File: src/i2c_seq_pkg.sv
// shared constants for the i2c command sequencer
// assumes a 25 MHz core clock and a sequencer memory of 512 bytes
package i2c_seq_pkg;
    // ------------------------------------------------------------
    // opcodes and memory
    // ------------------------------------------------------------
    localparam logic [7:0] OP_START = 8'h02;
    localparam logic [7:0] OP_STOP = 8'h03;
    localparam logic [7:0] OP_WRITE = 8'hE3;
    localparam logic [7:0] OP_READ = 8'hD4;
    localparam int SEQ_MEM_BYTES = 512;
    localparam int ADDR_W = 9;
    localparam int FIFO_DEPTH = 8;
    localparam int FIFO_WIDTH = ADDR_W + 8;
    localparam logic [8:0] ZERO_LEN_COUNT = 9'h100; // length 0 means 256
    // ------------------------------------------------------------
    // timing
    // ------------------------------------------------------------
    localparam int CLK_PERIOD_NS = 40;
    localparam int I2C_PERIOD_NS = 10000; // 100 kHz standard mode
    localparam int QTR_CYCLES = I2C_PERIOD_NS / (4 * CLK_PERIOD_NS);
    localparam logic [7:0] QTR_RELOAD = 8'(QTR_CYCLES - 1);
    // ------------------------------------------------------------
    // value after reset and the last bit index
    // ------------------------------------------------------------
    localparam logic [1:0] PHASE_RST = 2'h0;
    localparam logic [3:0] LAST_BIT = 4'h8;
endpackage

File: src/i2c_seq_exec.sv
// i2c command executor of the sequencer: start, stop, write, read
// assumes a one-cycle-latency sequencer sram on the same clock and
// open-drain i2c pins resolved outside
`timescale 1ns/1ps
module i2c_seq_exec (
    // clock and reset
    input wire logic clk,
    input wire logic rst,
    // run request
    input wire logic run_start,
    input wire logic [8:0] start_addr,
    input wire logic [9:0] sequence_length,
    output logic busy_q,
    output logic done_q,
    output logic err_q,
    output logic nack_seen_q,
    // host link gate
    input wire logic link_rx_valid,
    output logic link_rx_ready_q,
    // sequencer sram
    output logic [8:0] mem_addr_q,
    output logic mem_re_q,
    output logic mem_we_q,
    output logic [7:0] mem_wdata_q,
    input wire logic [7:0] mem_rdata,
    // i2c pins
    input wire logic scl_in,
    output logic scl_out_q,
    output logic scl_oe_q,
    input wire logic sda_in,
    output logic sda_out_q,
    output logic sda_oe_q
);
    // ------------------------------------------------------------
    // declarations
    // ------------------------------------------------------------
    typedef enum logic [3:0] {
        IDLE, FETCH, MWAIT, TAKE_OP, TAKE_LEN, TAKE_DAT,
        START, STOP, BIT, DRAIN
    } state_t;

    state_t state_q;
    state_t ret_q;
    logic [9:0] pc_q;
    logic [9:0] end_q;
    logic [7:0] op_q;
    logic [8:0] cnt_q;
    logic [7:0] shift_q;
    logic [3:0] bit_q;
    logic [1:0] phase_q;
    logic [7:0] tmr_q;
    logic [1:0] scl_sync_q;
    logic [1:0] sda_sync_q;
    logic scl_s;
    logic sda_s;
    logic is_read;
    logic phase_done;
    logic byte_end;
    logic fifo_in_ready;
    logic fifo_out_valid;
    logic fifo_out_ready;
    logic [i2c_seq_pkg::FIFO_WIDTH-1:0] fifo_out_data;
    logic push;
    logic over;

    // ------------------------------------------------------------
    // pin synchronisers and step timing
    // ------------------------------------------------------------
    // two flops on each pin before any logic reads it
    always_ff @(posedge clk) begin
        if (rst) begin
            scl_sync_q <= 2'h3;
            sda_sync_q <= 2'h3;
        end else begin
            scl_sync_q <= {scl_sync_q[0], scl_in};
            sda_sync_q <= {sda_sync_q[0], sda_in};
        end
    end
    assign scl_s = scl_sync_q[1];
    assign sda_s = sda_sync_q[1];

    assign is_read = op_q == i2c_seq_pkg::OP_READ;
    assign byte_end = bit_q == i2c_seq_pkg::LAST_BIT;
    // a quarter ends on timeout; high phase waits for a stretched clock;
    // the last quarter of a read byte waits for room in the fifo
    assign phase_done = tmr_q == 8'h00 && (phase_q != 2'h1 || scl_s)
        && !(state_q == BIT && phase_q == 2'h3 && byte_end && is_read
        && !fifo_in_ready);
    assign push = state_q == BIT && phase_q == 2'h3 && byte_end
        && is_read && phase_done;
    // one spare bit so a long length cannot wrap past the limit
    assign over = ({2'b00, start_addr} + {1'b0, sequence_length})
        > 11'(i2c_seq_pkg::SEQ_MEM_BYTES);

    // quarter-period timer, reloaded at each quarter boundary
    always_ff @(posedge clk) begin
        if (rst) begin
            tmr_q <= i2c_seq_pkg::QTR_RELOAD;
        end else if (state_q != START && state_q != STOP && state_q != BIT) begin
            tmr_q <= i2c_seq_pkg::QTR_RELOAD;
        end else if (phase_done) begin
            tmr_q <= i2c_seq_pkg::QTR_RELOAD;
        end else if (tmr_q != 8'h00) begin
            tmr_q <= tmr_q - 8'h01;
        end
    end

    // ------------------------------------------------------------
    // command sequencing
    // ------------------------------------------------------------
    // main state machine walking the stored packets
    always_ff @(posedge clk) begin
        if (rst) begin
            state_q <= IDLE;
            ret_q <= TAKE_OP;
            pc_q <= '0;
            end_q <= '0;
            op_q <= '0;
            cnt_q <= '0;
            phase_q <= i2c_seq_pkg::PHASE_RST;
            bit_q <= '0;
        end else begin
            unique case (state_q)
                IDLE: begin
                    if (run_start && !over) begin
                        pc_q <= {1'b0, start_addr};
                        end_q <= {1'b0, start_addr} + sequence_length;
                        ret_q <= TAKE_OP;
                        state_q <= FETCH;
                    end
                end
                FETCH: begin
                    if (pc_q == end_q) begin
                        state_q <= DRAIN;
                    end else begin
                        state_q <= MWAIT;
                    end
                end
                MWAIT: begin
                    state_q <= ret_q;
                end
                TAKE_OP: begin
                    op_q <= mem_rdata;
                    pc_q <= pc_q + 10'h001;
                    phase_q <= i2c_seq_pkg::PHASE_RST;
                    ret_q <= TAKE_LEN;
                    unique case (mem_rdata)
                        i2c_seq_pkg::OP_START: state_q <= START;
                        i2c_seq_pkg::OP_STOP: state_q <= STOP;
                        i2c_seq_pkg::OP_WRITE: state_q <= FETCH;
                        i2c_seq_pkg::OP_READ: state_q <= FETCH;
                        default: state_q <= DRAIN;
                    endcase
                end
                TAKE_LEN: begin
                    cnt_q <= mem_rdata == 8'h00 ?
                        i2c_seq_pkg::ZERO_LEN_COUNT : {1'b0, mem_rdata};
                    pc_q <= pc_q + 10'h001;
                    bit_q <= '0;
                    phase_q <= i2c_seq_pkg::PHASE_RST;
                    ret_q <= TAKE_DAT;
                    state_q <= is_read ? BIT : FETCH;
                end
                TAKE_DAT: begin
                    pc_q <= pc_q + 10'h001;
                    bit_q <= '0;
                    phase_q <= i2c_seq_pkg::PHASE_RST;
                    state_q <= BIT;
                end
                START, STOP: begin
                    if (phase_done) begin
                        phase_q <= phase_q + 2'h1;
                        if (phase_q == 2'h3) begin
                            ret_q <= TAKE_OP;
                            state_q <= FETCH;
                        end
                    end
                end
                BIT: begin
                    if (phase_done) begin
                        phase_q <= phase_q + 2'h1;
                        if (phase_q == 2'h3 && !byte_end) begin
                            bit_q <= bit_q + 4'h1;
                        end else if (phase_q == 2'h3) begin
                            bit_q <= '0;
                            cnt_q <= cnt_q - 9'h001;
                            if (is_read) begin
                                pc_q <= pc_q + 10'h001;
                            end
                            if (cnt_q == 9'h001) begin
                                ret_q <= TAKE_OP;
                                state_q <= FETCH;
                            end else if (!is_read) begin
                                state_q <= FETCH;
                            end
                        end
                    end
                end
                DRAIN: begin
                    if (!fifo_out_valid && !mem_we_q) begin
                        state_q <= IDLE;
                    end
                end
            endcase
        end
    end

    // run status and host link gate
    always_ff @(posedge clk) begin
        if (rst) begin
            busy_q <= 1'b0;
            done_q <= 1'b0;
            err_q <= 1'b0;
            link_rx_ready_q <= 1'b1;
        end else begin
            done_q <= state_q == DRAIN && !fifo_out_valid && !mem_we_q;
            err_q <= (state_q == IDLE && run_start && over)
                || (state_q == TAKE_OP && mem_rdata != i2c_seq_pkg::OP_START
                && mem_rdata != i2c_seq_pkg::OP_STOP
                && mem_rdata != i2c_seq_pkg::OP_WRITE
                && mem_rdata != i2c_seq_pkg::OP_READ);
            busy_q <= state_q == IDLE ? run_start && !over : !done_q;
            // host traffic is refused from the launch until done, except in the cycle after a launch made while done_q is high
            link_rx_ready_q <= state_q == IDLE && !(run_start && !over)
                || done_q;
        end
    end

    // ------------------------------------------------------------
    // i2c bit engine
    // ------------------------------------------------------------
    // shift register: loaded from sram on write, filled from sda on read
    always_ff @(posedge clk) begin
        if (rst) begin
            shift_q <= 8'hFF;
            nack_seen_q <= 1'b0;
        end else if (state_q == IDLE && run_start) begin
            nack_seen_q <= 1'b0;
        end else if (state_q == TAKE_DAT) begin
            shift_q <= mem_rdata;
        end else if (state_q == BIT && phase_done && phase_q == 2'h2) begin
            if (is_read && !byte_end) begin
                shift_q <= {shift_q[6:0], sda_s};
            end else if (!is_read && byte_end) begin
                nack_seen_q <= nack_seen_q | sda_s;
            end
        end else if (state_q == BIT && phase_done && phase_q == 2'h3
            && !is_read && !byte_end) begin
            shift_q <= {shift_q[6:0], 1'b0};
        end
    end

    // open-drain pin drive per quarter
    always_ff @(posedge clk) begin
        if (rst) begin
            scl_oe_q <= 1'b0;
            sda_oe_q <= 1'b0;
            scl_out_q <= 1'b0;
            sda_out_q <= 1'b0;
        end else begin
            scl_out_q <= 1'b0;
            sda_out_q <= 1'b0;
            if (state_q == START) begin
                if (phase_q == 2'h0) sda_oe_q <= 1'b0;
                if (phase_q == 2'h1) scl_oe_q <= 1'b0;
                if (phase_q == 2'h2) sda_oe_q <= 1'b1;
                if (phase_q == 2'h3) scl_oe_q <= 1'b1;
            end else if (state_q == STOP) begin
                if (phase_q == 2'h0) sda_oe_q <= 1'b1;
                if (phase_q == 2'h1) scl_oe_q <= 1'b0;
                if (phase_q == 2'h2) sda_oe_q <= 1'b0;
            end else if (state_q == BIT) begin
                if (phase_q == 2'h0) begin
                    sda_oe_q <= byte_end ? is_read : !is_read && !shift_q[7];
                end
                if (phase_q == 2'h1) scl_oe_q <= 1'b0;
                if (phase_q == 2'h3) scl_oe_q <= 1'b1;
            end
        end
    end

    // ------------------------------------------------------------
    // read data path into sram
    // ------------------------------------------------------------
    seq_fifo #(
        .WIDTH(i2c_seq_pkg::FIFO_WIDTH),
        .DEPTH(i2c_seq_pkg::FIFO_DEPTH)
    ) u_fifo (
        .clk(clk),
        .rst(rst),
        .in_valid(push),
        .in_ready(fifo_in_ready),
        .in_data({pc_q[8:0], shift_q}),
        .out_valid(fifo_out_valid),
        .out_ready(fifo_out_ready),
        .out_data(fifo_out_data)
    );

    // writes only when the sequencer is not issuing a fetch
    assign fifo_out_ready = state_q != FETCH;

    // single sram port shared by fetches and read-array writes
    always_ff @(posedge clk) begin
        if (rst) begin
            mem_addr_q <= '0;
            mem_re_q <= 1'b0;
            mem_we_q <= 1'b0;
            mem_wdata_q <= '0;
        end else begin
            mem_re_q <= state_q == FETCH && pc_q != end_q;
            mem_we_q <= fifo_out_valid && fifo_out_ready;
            if (state_q == FETCH) begin
                mem_addr_q <= pc_q[8:0];
            end else if (fifo_out_valid) begin
                mem_addr_q <= fifo_out_data[16:8];
                mem_wdata_q <= fifo_out_data[7:0];
            end
        end
    end
endmodule

File: src/seq_fifo.sv
// small synchronous fifo with valid/ready on both sides
// assumes a single clock and a synchronous active-high reset
`timescale 1ns/1ps
module seq_fifo #(
    parameter int WIDTH = 17,
    parameter int DEPTH = 8
) (
    // clock and reset
    input wire logic clk,
    input wire logic rst,
    // filling side
    input wire logic in_valid,
    output logic in_ready,
    input wire logic [WIDTH-1:0] in_data,
    // draining side
    output logic out_valid,
    input wire logic out_ready,
    output logic [WIDTH-1:0] out_data
);
    localparam int PW = $clog2(DEPTH);

    // ------------------------------------------------------------
    // storage and pointers
    // ------------------------------------------------------------
    // refuse depths that the wrapping pointers cannot serve
    if (DEPTH < 2 || (1 << PW) != DEPTH) begin : g_bad_depth
        $error("seq_fifo depth must be a power of two");
    end

    logic [WIDTH-1:0] mem_q [DEPTH];
    logic [PW:0] wr_q;
    logic [PW:0] rd_q;
    logic push;
    logic pop;

    // full when pointers differ only in the wrap bit
    assign in_ready = (wr_q ^ rd_q) != {1'b1, {PW{1'b0}}};
    assign out_valid = wr_q != rd_q;
    assign out_data = mem_q[rd_q[PW-1:0]];
    assign push = in_valid && in_ready;
    assign pop = out_valid && out_ready;

    // write side
    always_ff @(posedge clk) begin
        if (rst) begin
            wr_q <= '0;
        end else if (push) begin
            wr_q <= wr_q + 1'b1;
        end
    end

    // storage array, no reset needed for data
    always_ff @(posedge clk) begin
        if (push) begin
            mem_q[wr_q[PW-1:0]] <= in_data;
        end
    end

    // read side
    always_ff @(posedge clk) begin
        if (rst) begin
            rd_q <= '0;
        end else if (pop) begin
            rd_q <= rd_q + 1'b1;
        end
    end
endmodule

File: config.mk
export PLATFORM = sky130hd
export DESIGN_NAME = i2c_seq_exec
export DESIGN_NICKNAME = d
export VERILOG_FILES = /design/src/i2c_seq_pkg.sv /design/src/i2c_seq_exec.sv /design/src/seq_fifo.sv
export SDC_FILE = /design/constraint.sdc
export NUM_CORES = 1
export LEC_CHECK = 0
export ABC_AREA = 1
export BUFFER_PORTS_ARGS = -buffer_cell sky130_fd_sc_hd__buf_2
export CORE_MARGIN = 3
export CORE_UTILIZATION = 45
export CTS_BUF_LIST = sky130_fd_sc_hd__clkbuf_16
export CTS_CLUSTER_SIZE = 10
export DETAILED_ROUTE_END_ITERATION = 8
export SLEW_MARGIN = 10
export SYNTH_ARGS = -nofsm -noshare
export SYNTH_HDL_FRONTEND = slang
export SYNTH_SLANG_ARGS = --single-unit
export TNS_END_PERCENT = 30
File: constraint.sdc
create_clock -name clk -period 5.25 [get_ports clk]
set_input_delay 1.3125 -clock clk [delete_from_list [all_inputs] [get_ports clk]]
set_output_delay 1.3125 -clock clk [all_outputs]
set_load 0.05 [all_outputs]
==> results of run 1 <==
## final timing paths
path / from / to / slack [ps] / depth (start not counted)
setup reg to reg: tmr_q[0] / u_fifo.mem_q[5][8] / 2020 / 13
hold / removal: sda_sync_q[0] / sda_sync_q[1] / 410 / 1
hold reg to reg: sda_sync_q[0] / sda_sync_q[1] / 410 / 1
setup / recovery: start_addr[0] / pc_q[7] / 1830 / 16
## power groups by stage
| stage | Combinational (mW) | Sequential (mW) | Clock (mW) |
|---|---|---|---|
| 6_report | 1.85 | 2.40 | 1.71 |
| 5_1_grt | 2.08 | 2.42 | 1.83 |
| 4_1_cts | 1.87 | 2.39 | 1.75 |
| 3_5_place_dp | 1.86 | 2.43 | 0 |
| 3_3_place_gp | 1.84 | 2.43 | 0 |
| 2_1_floorplan | 1.30 | 2.59 | 0 |
## cell type report
cell class / instances / area, um^2 / area share (%)
Clock inverter: 23 / 86.3 / 0.672
Inverter: 124 / 467 / 3.63
Tap cell: 324 / 405 / 3.15
Multi-Input combinational cell: 827 / 4560 / 35.5
Timing Repair Buffer: 70 / 383 / 2.98
Clock buffer: 29 / 726 / 5.65
Sequential cell: 243 / 6230 / 48.5
## per-layer routing
| layer | track usage [%] | vias up | wire (um) |
|---|---|---|---|
| li1 | - | 4359 | - |
| met1 | 25.0 | 4065 | 12200 |
| met2 | 31.7 | 194 | 12400 |
| met3 | 2.74 | 38 | 1380 |
| met4 | 4.41 | 0 | 429 |
| met5 | 0 | - | 0 |
## state kept, by name, indices dropped and copies added (netlist names), 8 cells and up, named ones only
signal	cells
end_q	10
mem_wdata_q	8
op_q	8
tmr_q	8
mem_addr_q	9
cnt_q	9
pc_q	10
shift_q	8
u_fifo.mem_q	136
## placed cells by master, fill, tap and decap left out, types with 5 or more instances in the layout
cell type,synthesis,routed
sky130_fd_sc_hd__nand4_1,17,17
sky130_fd_sc_hd__nand2_2,12,12
sky130_fd_sc_hd__xor2_1,17,17
sky130_fd_sc_hd__or2_2,6,6
sky130_fd_sc_hd__a31oi_1,15,15
sky130_fd_sc_hd__a221oi_1,5,5
sky130_fd_sc_hd__o21ai_1,8,8
sky130_fd_sc_hd__edfxtp_1,136,136
sky130_fd_sc_hd__o22ai_1,5,5
sky130_fd_sc_hd__nor2_4,8,8
sky130_fd_sc_hd__nand3_1,60,60
sky130_fd_sc_hd__o21ai_0,94,94
sky130_fd_sc_hd__buf_4,3,13
sky130_fd_sc_hd__nor3_2,0,7
sky130_fd_sc_hd__a21oi_1,60,60
sky130_fd_sc_hd__nor2_1,172,171
sky130_fd_sc_hd__dfxtp_1,107,105
sky130_fd_sc_hd__nor3_1,23,16
sky130_fd_sc_hd__nand2_1,189,189
sky130_fd_sc_hd__inv_1,108,129
sky130_fd_sc_hd__clkbuf_16,0,29
sky130_fd_sc_hd__inv_2,12,13
sky130_fd_sc_hd__nor2_2,18,19
sky130_fd_sc_hd__o32ai_1,35,35
sky130_fd_sc_hd__nand2_4,8,8
sky130_fd_sc_hd__ha_1,22,22
sky130_fd_sc_hd__buf_2,10,57
## cells by family after synthesis
logic type	share of synthesized area [%]
simple gates	22.3
flops	54.3
compound gates	12.8
buf+inv	6.29
fa+ha+maj	2.58
xor+xnor	1.60
other cells	0.0327
mux	0.0982
## per-stage QoR
step                std cells  cell area [um^2]  power [mW]  utilization, %  hold WS (ps)
global route             1640             12900        6.33            52.1           416
global placement         1588             12000        4.27            48.8           396
floorplan                1247             11500        3.89               -           389
CTS                      1640             12900        6.01            52.1           409
detailed placement       1588             12000        4.29            48.8           396
finish                   1640             12900        5.96            52.1           406
## cells in the mapped netlist (all sizes together), types with 2 or more instances
library cell	n
nand3b	2
buf	16
clkbuf	37
o22ai	5
nand2	209
o21ai	105
a221oi	5
ha	22
nand4	19
a211oi	3
or2	10
o32ai	35
a22oi	3
nor3	24
xor2	17
a31oi	15
o21bai	2
nor3b	3
inv	120
nor4	3
edfxtp	136
a21oi	62
a21o	2
clkinv	4
nor2	201
dfxtp	107
nand3	66
xnor2	4
==> flow_summary.toml, run 1 <==
[outcome]
run_status = "finished clean"

[finish]
final_layout_size_suffix_gt1_share_pct = 14.8
final_net_count = 1350
syn2layout_area_growth_pct = 12.1
num_antenna_cells = 0
fillers = 2348

[logic_synthesis]
synth_sequential_area_ratio_pct = 54.3
synth_area_leader_cell = "sky130_fd_sc_hd__edfxtp_1"
post_synth_main_area_contributors = "sky130_fd_sc_hd__edfxtp_1 36%, sky130_fd_sc_hd__dfxtp_1 19%, sky130_fd_sc_hd__nand2_1 6.2%"
postSynthRegisterBits = 243
yosysUniqueCellTypes = 59
synth_top_area_share_pct = 35.6
avg_synthesized_cell_area_um2 = 9.20
syn_area_um2 = 11500
synth_flop_cell = "sky130_fd_sc_hd__edfxtp_1"
synth-edff-count = 136
syn_inst = 1246
yosys_warnings = 0
async_reset_ff_share_pct = 0

[sta]
worst_pin_slew_ps = 872
fin_skew_ps = 15.2
final_min_period_over_clock_period_pct = 65.2
post-route-min-period_ps = 3420
relSlewSlack_pct = 41.5
postLayoutSetupSlackWorst_ps = 1830
timing.final.hold_violations = 0
setup_repair_after_global_routing_missed_its_margin = "false"
timing.fmax_mhz = 292
timing.final.max_slew_violations = 0
setup_viol_count_final = 0
setup_tns_ps = 0

[die]
die_area_um2 = 27400
coreArea_um2 = 24700
initial_utilization_pct = 46.5
die_x_um = 166
die-height_um = 166
core.rowCount = 57
top_level_pins = 61

[worst_setup_path]
cp_max_fo = 15
critical_path_class = "in -> reg"
timing.critical_path.slowest_cell_delay_ps = 470
timing.critical_path.required_ps = 5670
path_cells = "buf_2 -> ha_1 -> inv_1 -> fa_1 -> inv_1 -> or2_2 -> nor2_1 -> nand3_1 -> nor2_1 -> nand3_1 -> nand2_2 -> nand3_1 -> nand2_2 -> nand3_4 -> nor2_2 -> nor2_2"
critical_path_arrival_ps = 3840
critical-path-top-cell-by-count = "sky130_fd_sc_hd__nand3_1"
critical_path.top_delay_family = "simple AND/OR/NAND/NOR gates"
worstSetupStartpointType = "input port"
critical_path_capture_point_type = "register"
critical_path_buf_inv_count = 3
timing.critical_path.slowest_stage_cell = "sky130_fd_sc_hd__fa_1"

[power]
comb_power_share_pct = 31.1
sequential_group_share_of_total_power_pct = 40.2
p_leak_nw = 5.19
switching_share_of_total_power_pct = 36.9
power_switching_mw = 2.20
cellInternalPower_mw = 3.76
clock_power_share_pct = 28.7
worst_ir_drop_vdd_mv = 0.361
power_density_nw_per_um2 = 464

[grt]
antenna_violations_before_repair = 0
grt_usage_pct = 18.5
grt_start_max_net_pins = 69
grt_pass1_wl_um = 42300
grt-ovfl-total = 0
first_global_vias = 8154

[clocking]
cts_buffers = 28
cts_hold_fix_bufs = 0
ctsLongestPathBuffers = 3
tritoncts = "done"
clock_transition_at_the_registers_of_the_reported_paths_ps = 60
post_cts_resize_count = 0
insertion_delay_ps = 530
root_buffer = "sky130_fd_sc_hd__clkbuf_16"
tritoncts_num_sinks = 243
post-cts-setup-buffers = 0
htreeDepth = 1

[place]
numPortBuffers = 57
pre_cts_ws_ps = 1260
globalplace.congestion = 0.837
hpwl_um = 17200

[drt]
routed-via-count = 8656
drt-total-wl_um = 26400
first_iter_violations = 766
drt_pre_antenna_iters = 7
antenna_left = 0
via_per_instance_ratio = 5.28
remaining_drc_errors = 0
avgRoutedWirePerCell_um = 16.1

[run]
cap_viol_max_count = 0

[worst_hold_path]
worstHoldPathType = "reg -> reg"
Note: power is estimated with default switching activity, not from simulation.
==> run 2: changes to the inputs <==
Settings changed: ABC_AREA 1 to 0.
Clock period 5.25 ns to 3.4 ns, I/O delays scaled along.
==> run 2 against run 1 <==
- power increased by 57%
- largest cell class unchanged
- critical path depth decreased by 3
- register-to-register slack got worse by 1600 ps
- sequential power up 63%
- critical path type unchanged
- combinational power grew 55%
==> flow_summary.toml, run 2 <==
[logic_synthesis]
synth_top_area_share_pct = 37.1
avg_synthesized_cell_area_um2 = 11.6
syn_inst = 946
synth_sequential_area_ratio_pct = 56.5
syn_area_um2 = 11000
yosysUniqueCellTypes = 73
synth_most_common_cell = "sky130_fd_sc_hd__edfxtp_1"
postSynthRegisterBits = 243
synth_area_leader_cell = "sky130_fd_sc_hd__edfxtp_1"
post_synth_main_area_contributors = "sky130_fd_sc_hd__edfxtp_1 37%, sky130_fd_sc_hd__dfxtp_1 19%, sky130_fd_sc_hd__mux4_2 7.0%"
synth_common_cells = "136 x sky130_fd_sc_hd__edfxtp_1, 107 x sky130_fd_sc_hd__dfxtp_1, 104 x sky130_fd_sc_hd__nand2_1, 75 x sky130_fd_sc_hd__nor2_1, 68 x sky130_fd_sc_hd__a21oi_1"
synth_flop_cell = "sky130_fd_sc_hd__edfxtp_1"
synth-edff-count = 136
async_reset_ff_share_pct = 0
yosys_warnings = 0

[place]
hpwl_um = 16900
numPortBuffers = 57
placed_cells_incl_taps = 1357
globalplace.congestion = 0.846

[clocking]
insertion_delay_ps = 530
tritoncts_num_sinks = 243
cts_buffers = 28
post-cts-setup-buffers = 0
post_cts_resize_count = 0
htreeDepth = 1
root_buffer = "sky130_fd_sc_hd__clkbuf_16"
tritoncts = "done"
ctsLongestPathBuffers = 3
clock_transition_at_the_registers_of_the_reported_paths_ps = 60
cts_hold_fix_bufs = 0

[worst_setup_path]
critical_path_capture_point_type = "register"
critical_path_class = "in -> reg"
critical_path_arrival_ps = 3580
timing.critical_path.required_ps = 3820
timing.reg2reg.setup_slack_ps = 440
worstSetupStartpointType = "input port"
ff2ff_path_depth = 10
cp_max_fo = 4

[finish]
largest_register_ff_count = 136
final_layout_size_suffix_gt1_share_pct = 22.4
fillers = 2064
final_cell_count_no_fill = 1406
num_antenna_cells = 0
mostFrequentLayoutCells = "136 x sky130_fd_sc_hd__edfxtp_1, 106 x sky130_fd_sc_hd__dfxtp_1, 104 x sky130_fd_sc_hd__nand2_1, 83 x sky130_fd_sc_hd__buf_4, 75 x sky130_fd_sc_hd__nor2_1"
final_net_count = 1124
syn2layout_area_growth_pct = 18.4
layout_commonest_cell = "sky130_fd_sc_hd__edfxtp_1"

[die]
die_x_um = 162
die_area_um2 = 26400
initial_utilization_pct = 46.4
die-height_um = 162
coreArea_um2 = 23800
top_level_pins = 61
core.rowCount = 56

[grt]
grt_usage_pct = 18.8
grt_pass1_wl_um = 40000
antenna_violations_before_repair = 0
first_global_vias = 7563
grt-ovfl-total = 0
grt_start_max_net_pins = 35

[power]
power_switching_mw = 3.24
switching_share_of_total_power_pct = 34.5
clock_power_share_pct = 27.9
comb_power_share_pct = 30.6
power_density_nw_per_um2 = 720
sequential_group_share_of_total_power_pct = 41.5
p_leak_nw = 4.67
worst_ir_drop_vdd_mv = 0.397
cellInternalPower_mw = 6.15

[sta]
setup_viol_count_final = 0
setup_repair_after_global_routing_missed_its_margin = "false"
relSlewSlack_pct = 45.9
worst_pin_slew_ps = 802
timing.final.max_slew_violations = 0
timing.fmax_mhz = 316
final_min_period_over_clock_period_pct = 93.0
timing.final.hold_violations = 0
setup_tns_ps = 0
fin_skew_ps = 10.9
post-route-min-period_ps = 3160

[drt]
avgRoutedWirePerCell_um = 17.6
via_per_instance_ratio = 5.45
drt-total-wl_um = 24800
remaining_drc_errors = 0
drt_pre_antenna_iters = 5
first_iter_violations = 427
routed-via-count = 7664
antenna_left = 0

[run]
cap_viol_max_count = 0

[outcome]
run_status = "finished clean"

[worst_hold_path]
min_path_cells = 1
worstHoldPathType = "reg -> reg"
## run 2: changes by cell type in the layout (fill, tap and decap cells not counted), moves of 38 or more
cell | previous run | this run
sky130_fd_sc_hd__inv_1 | 129 | 45
sky130_fd_sc_hd__o21ai_0 | 94 | 29
sky130_fd_sc_hd__nand2_1 | 189 | 104
sky130_fd_sc_hd__nor2_1 | 171 | 75
sky130_fd_sc_hd__buf_4 | 13 | 83
sky130_fd_sc_hd__nand3_1 | 60 | 22
## run 2: kinds of logic (layout without fill, tap and decap cells)
group	Yosys count	in the layout	share of synthesized area (%)
multiplexers	77	77	11.0
flip-flops	243	243	56.5
other	1	2	0.0341
adder cells (fa/ha/maj)	23	23	2.68
XOR/XNOR	30	30	2.39
AND/OR/NAND/NOR	298	298	13.0
buffers and inverters	79	219	2.82
AO/OA/AOI/OAI	195	195	11.6
## run 2: cell type report
type / count / area, um^2 / area share, %
Inverter: 27 / 101 / 0.777
Timing Repair Buffer: 143 / 968 / 7.43
Sequential cell: 243 / 6230 / 47.8
Multi-Input combinational cell: 625 / 4540 / 34.8
Clock inverter: 20 / 76.3 / 0.586
Clock buffer: 29 / 726 / 5.57
Tap cell: 319 / 399 / 3.06
## run 2: layer usage
metal / track usage (%) / routed length [um] / vias up
li1: - / - / 3788
met1: 26.6 / 11500 / 3676
met2: 30.9 / 11800 / 159
met3: 2.75 / 1070 / 41
met4: 4.69 / 480 / 0
met5: 0 / 0 / -
## run 2: final timing paths
| check | start | endpoint |
|---|---|---|
| setup / recovery | start_addr[0] | state_q[0] |
| hold / removal | scl_sync_q[0] | scl_sync_q[1] |
| hold reg to reg | scl_sync_q[0] | scl_sync_q[1] |
| setup reg to reg | tmr_q[0] | u_fifo.mem_q[5][9] |
## run 2: power groups by stage
stage	Sequential, mW	Clock (mW)	Combinational (mW)
floorplan	4.13	0	1.78
global placement	3.95	0	2.84
detailed placement	3.96	0	2.87
CTS	3.90	2.68	2.87
global route	3.96	2.78	3.15
finish	3.90	2.61	2.87
## run 2: critical path, cell delays in order
cell                        delay (ps)
sky130_fd_sc_hd__buf_2             110
sky130_fd_sc_hd__ha_1              160
sky130_fd_sc_hd__inv_1              50
sky130_fd_sc_hd__fa_1              390
sky130_fd_sc_hd__nand2b_1          190
sky130_fd_sc_hd__a21boi_1          200
sky130_fd_sc_hd__o211a_1           240
sky130_fd_sc_hd__o2111ai_1         180
sky130_fd_sc_hd__a2111o_1          420
sky130_fd_sc_hd__a21boi_2          230
sky130_fd_sc_hd__buf_4             140
sky130_fd_sc_hd__o21ai_1            60
sky130_fd_sc_hd__o311a_1           350
## run 2: stage by stage
stage	hold slack [ps]	power [mW]	instance area, um^2	setup WS (ps)	utilization (%)
6_report	406	9.38	13000	238	54.9
5_1_grt	430	9.89	13000	24.6	54.9
4_1_cts	409	9.45	13000	87.5	54.9
3_5_place_dp	396	6.83	12200	-459	51.5
3_3_place_gp	392	6.79	12200	-408	51.5
2_1_floorplan	389	5.91	11000	-834	-
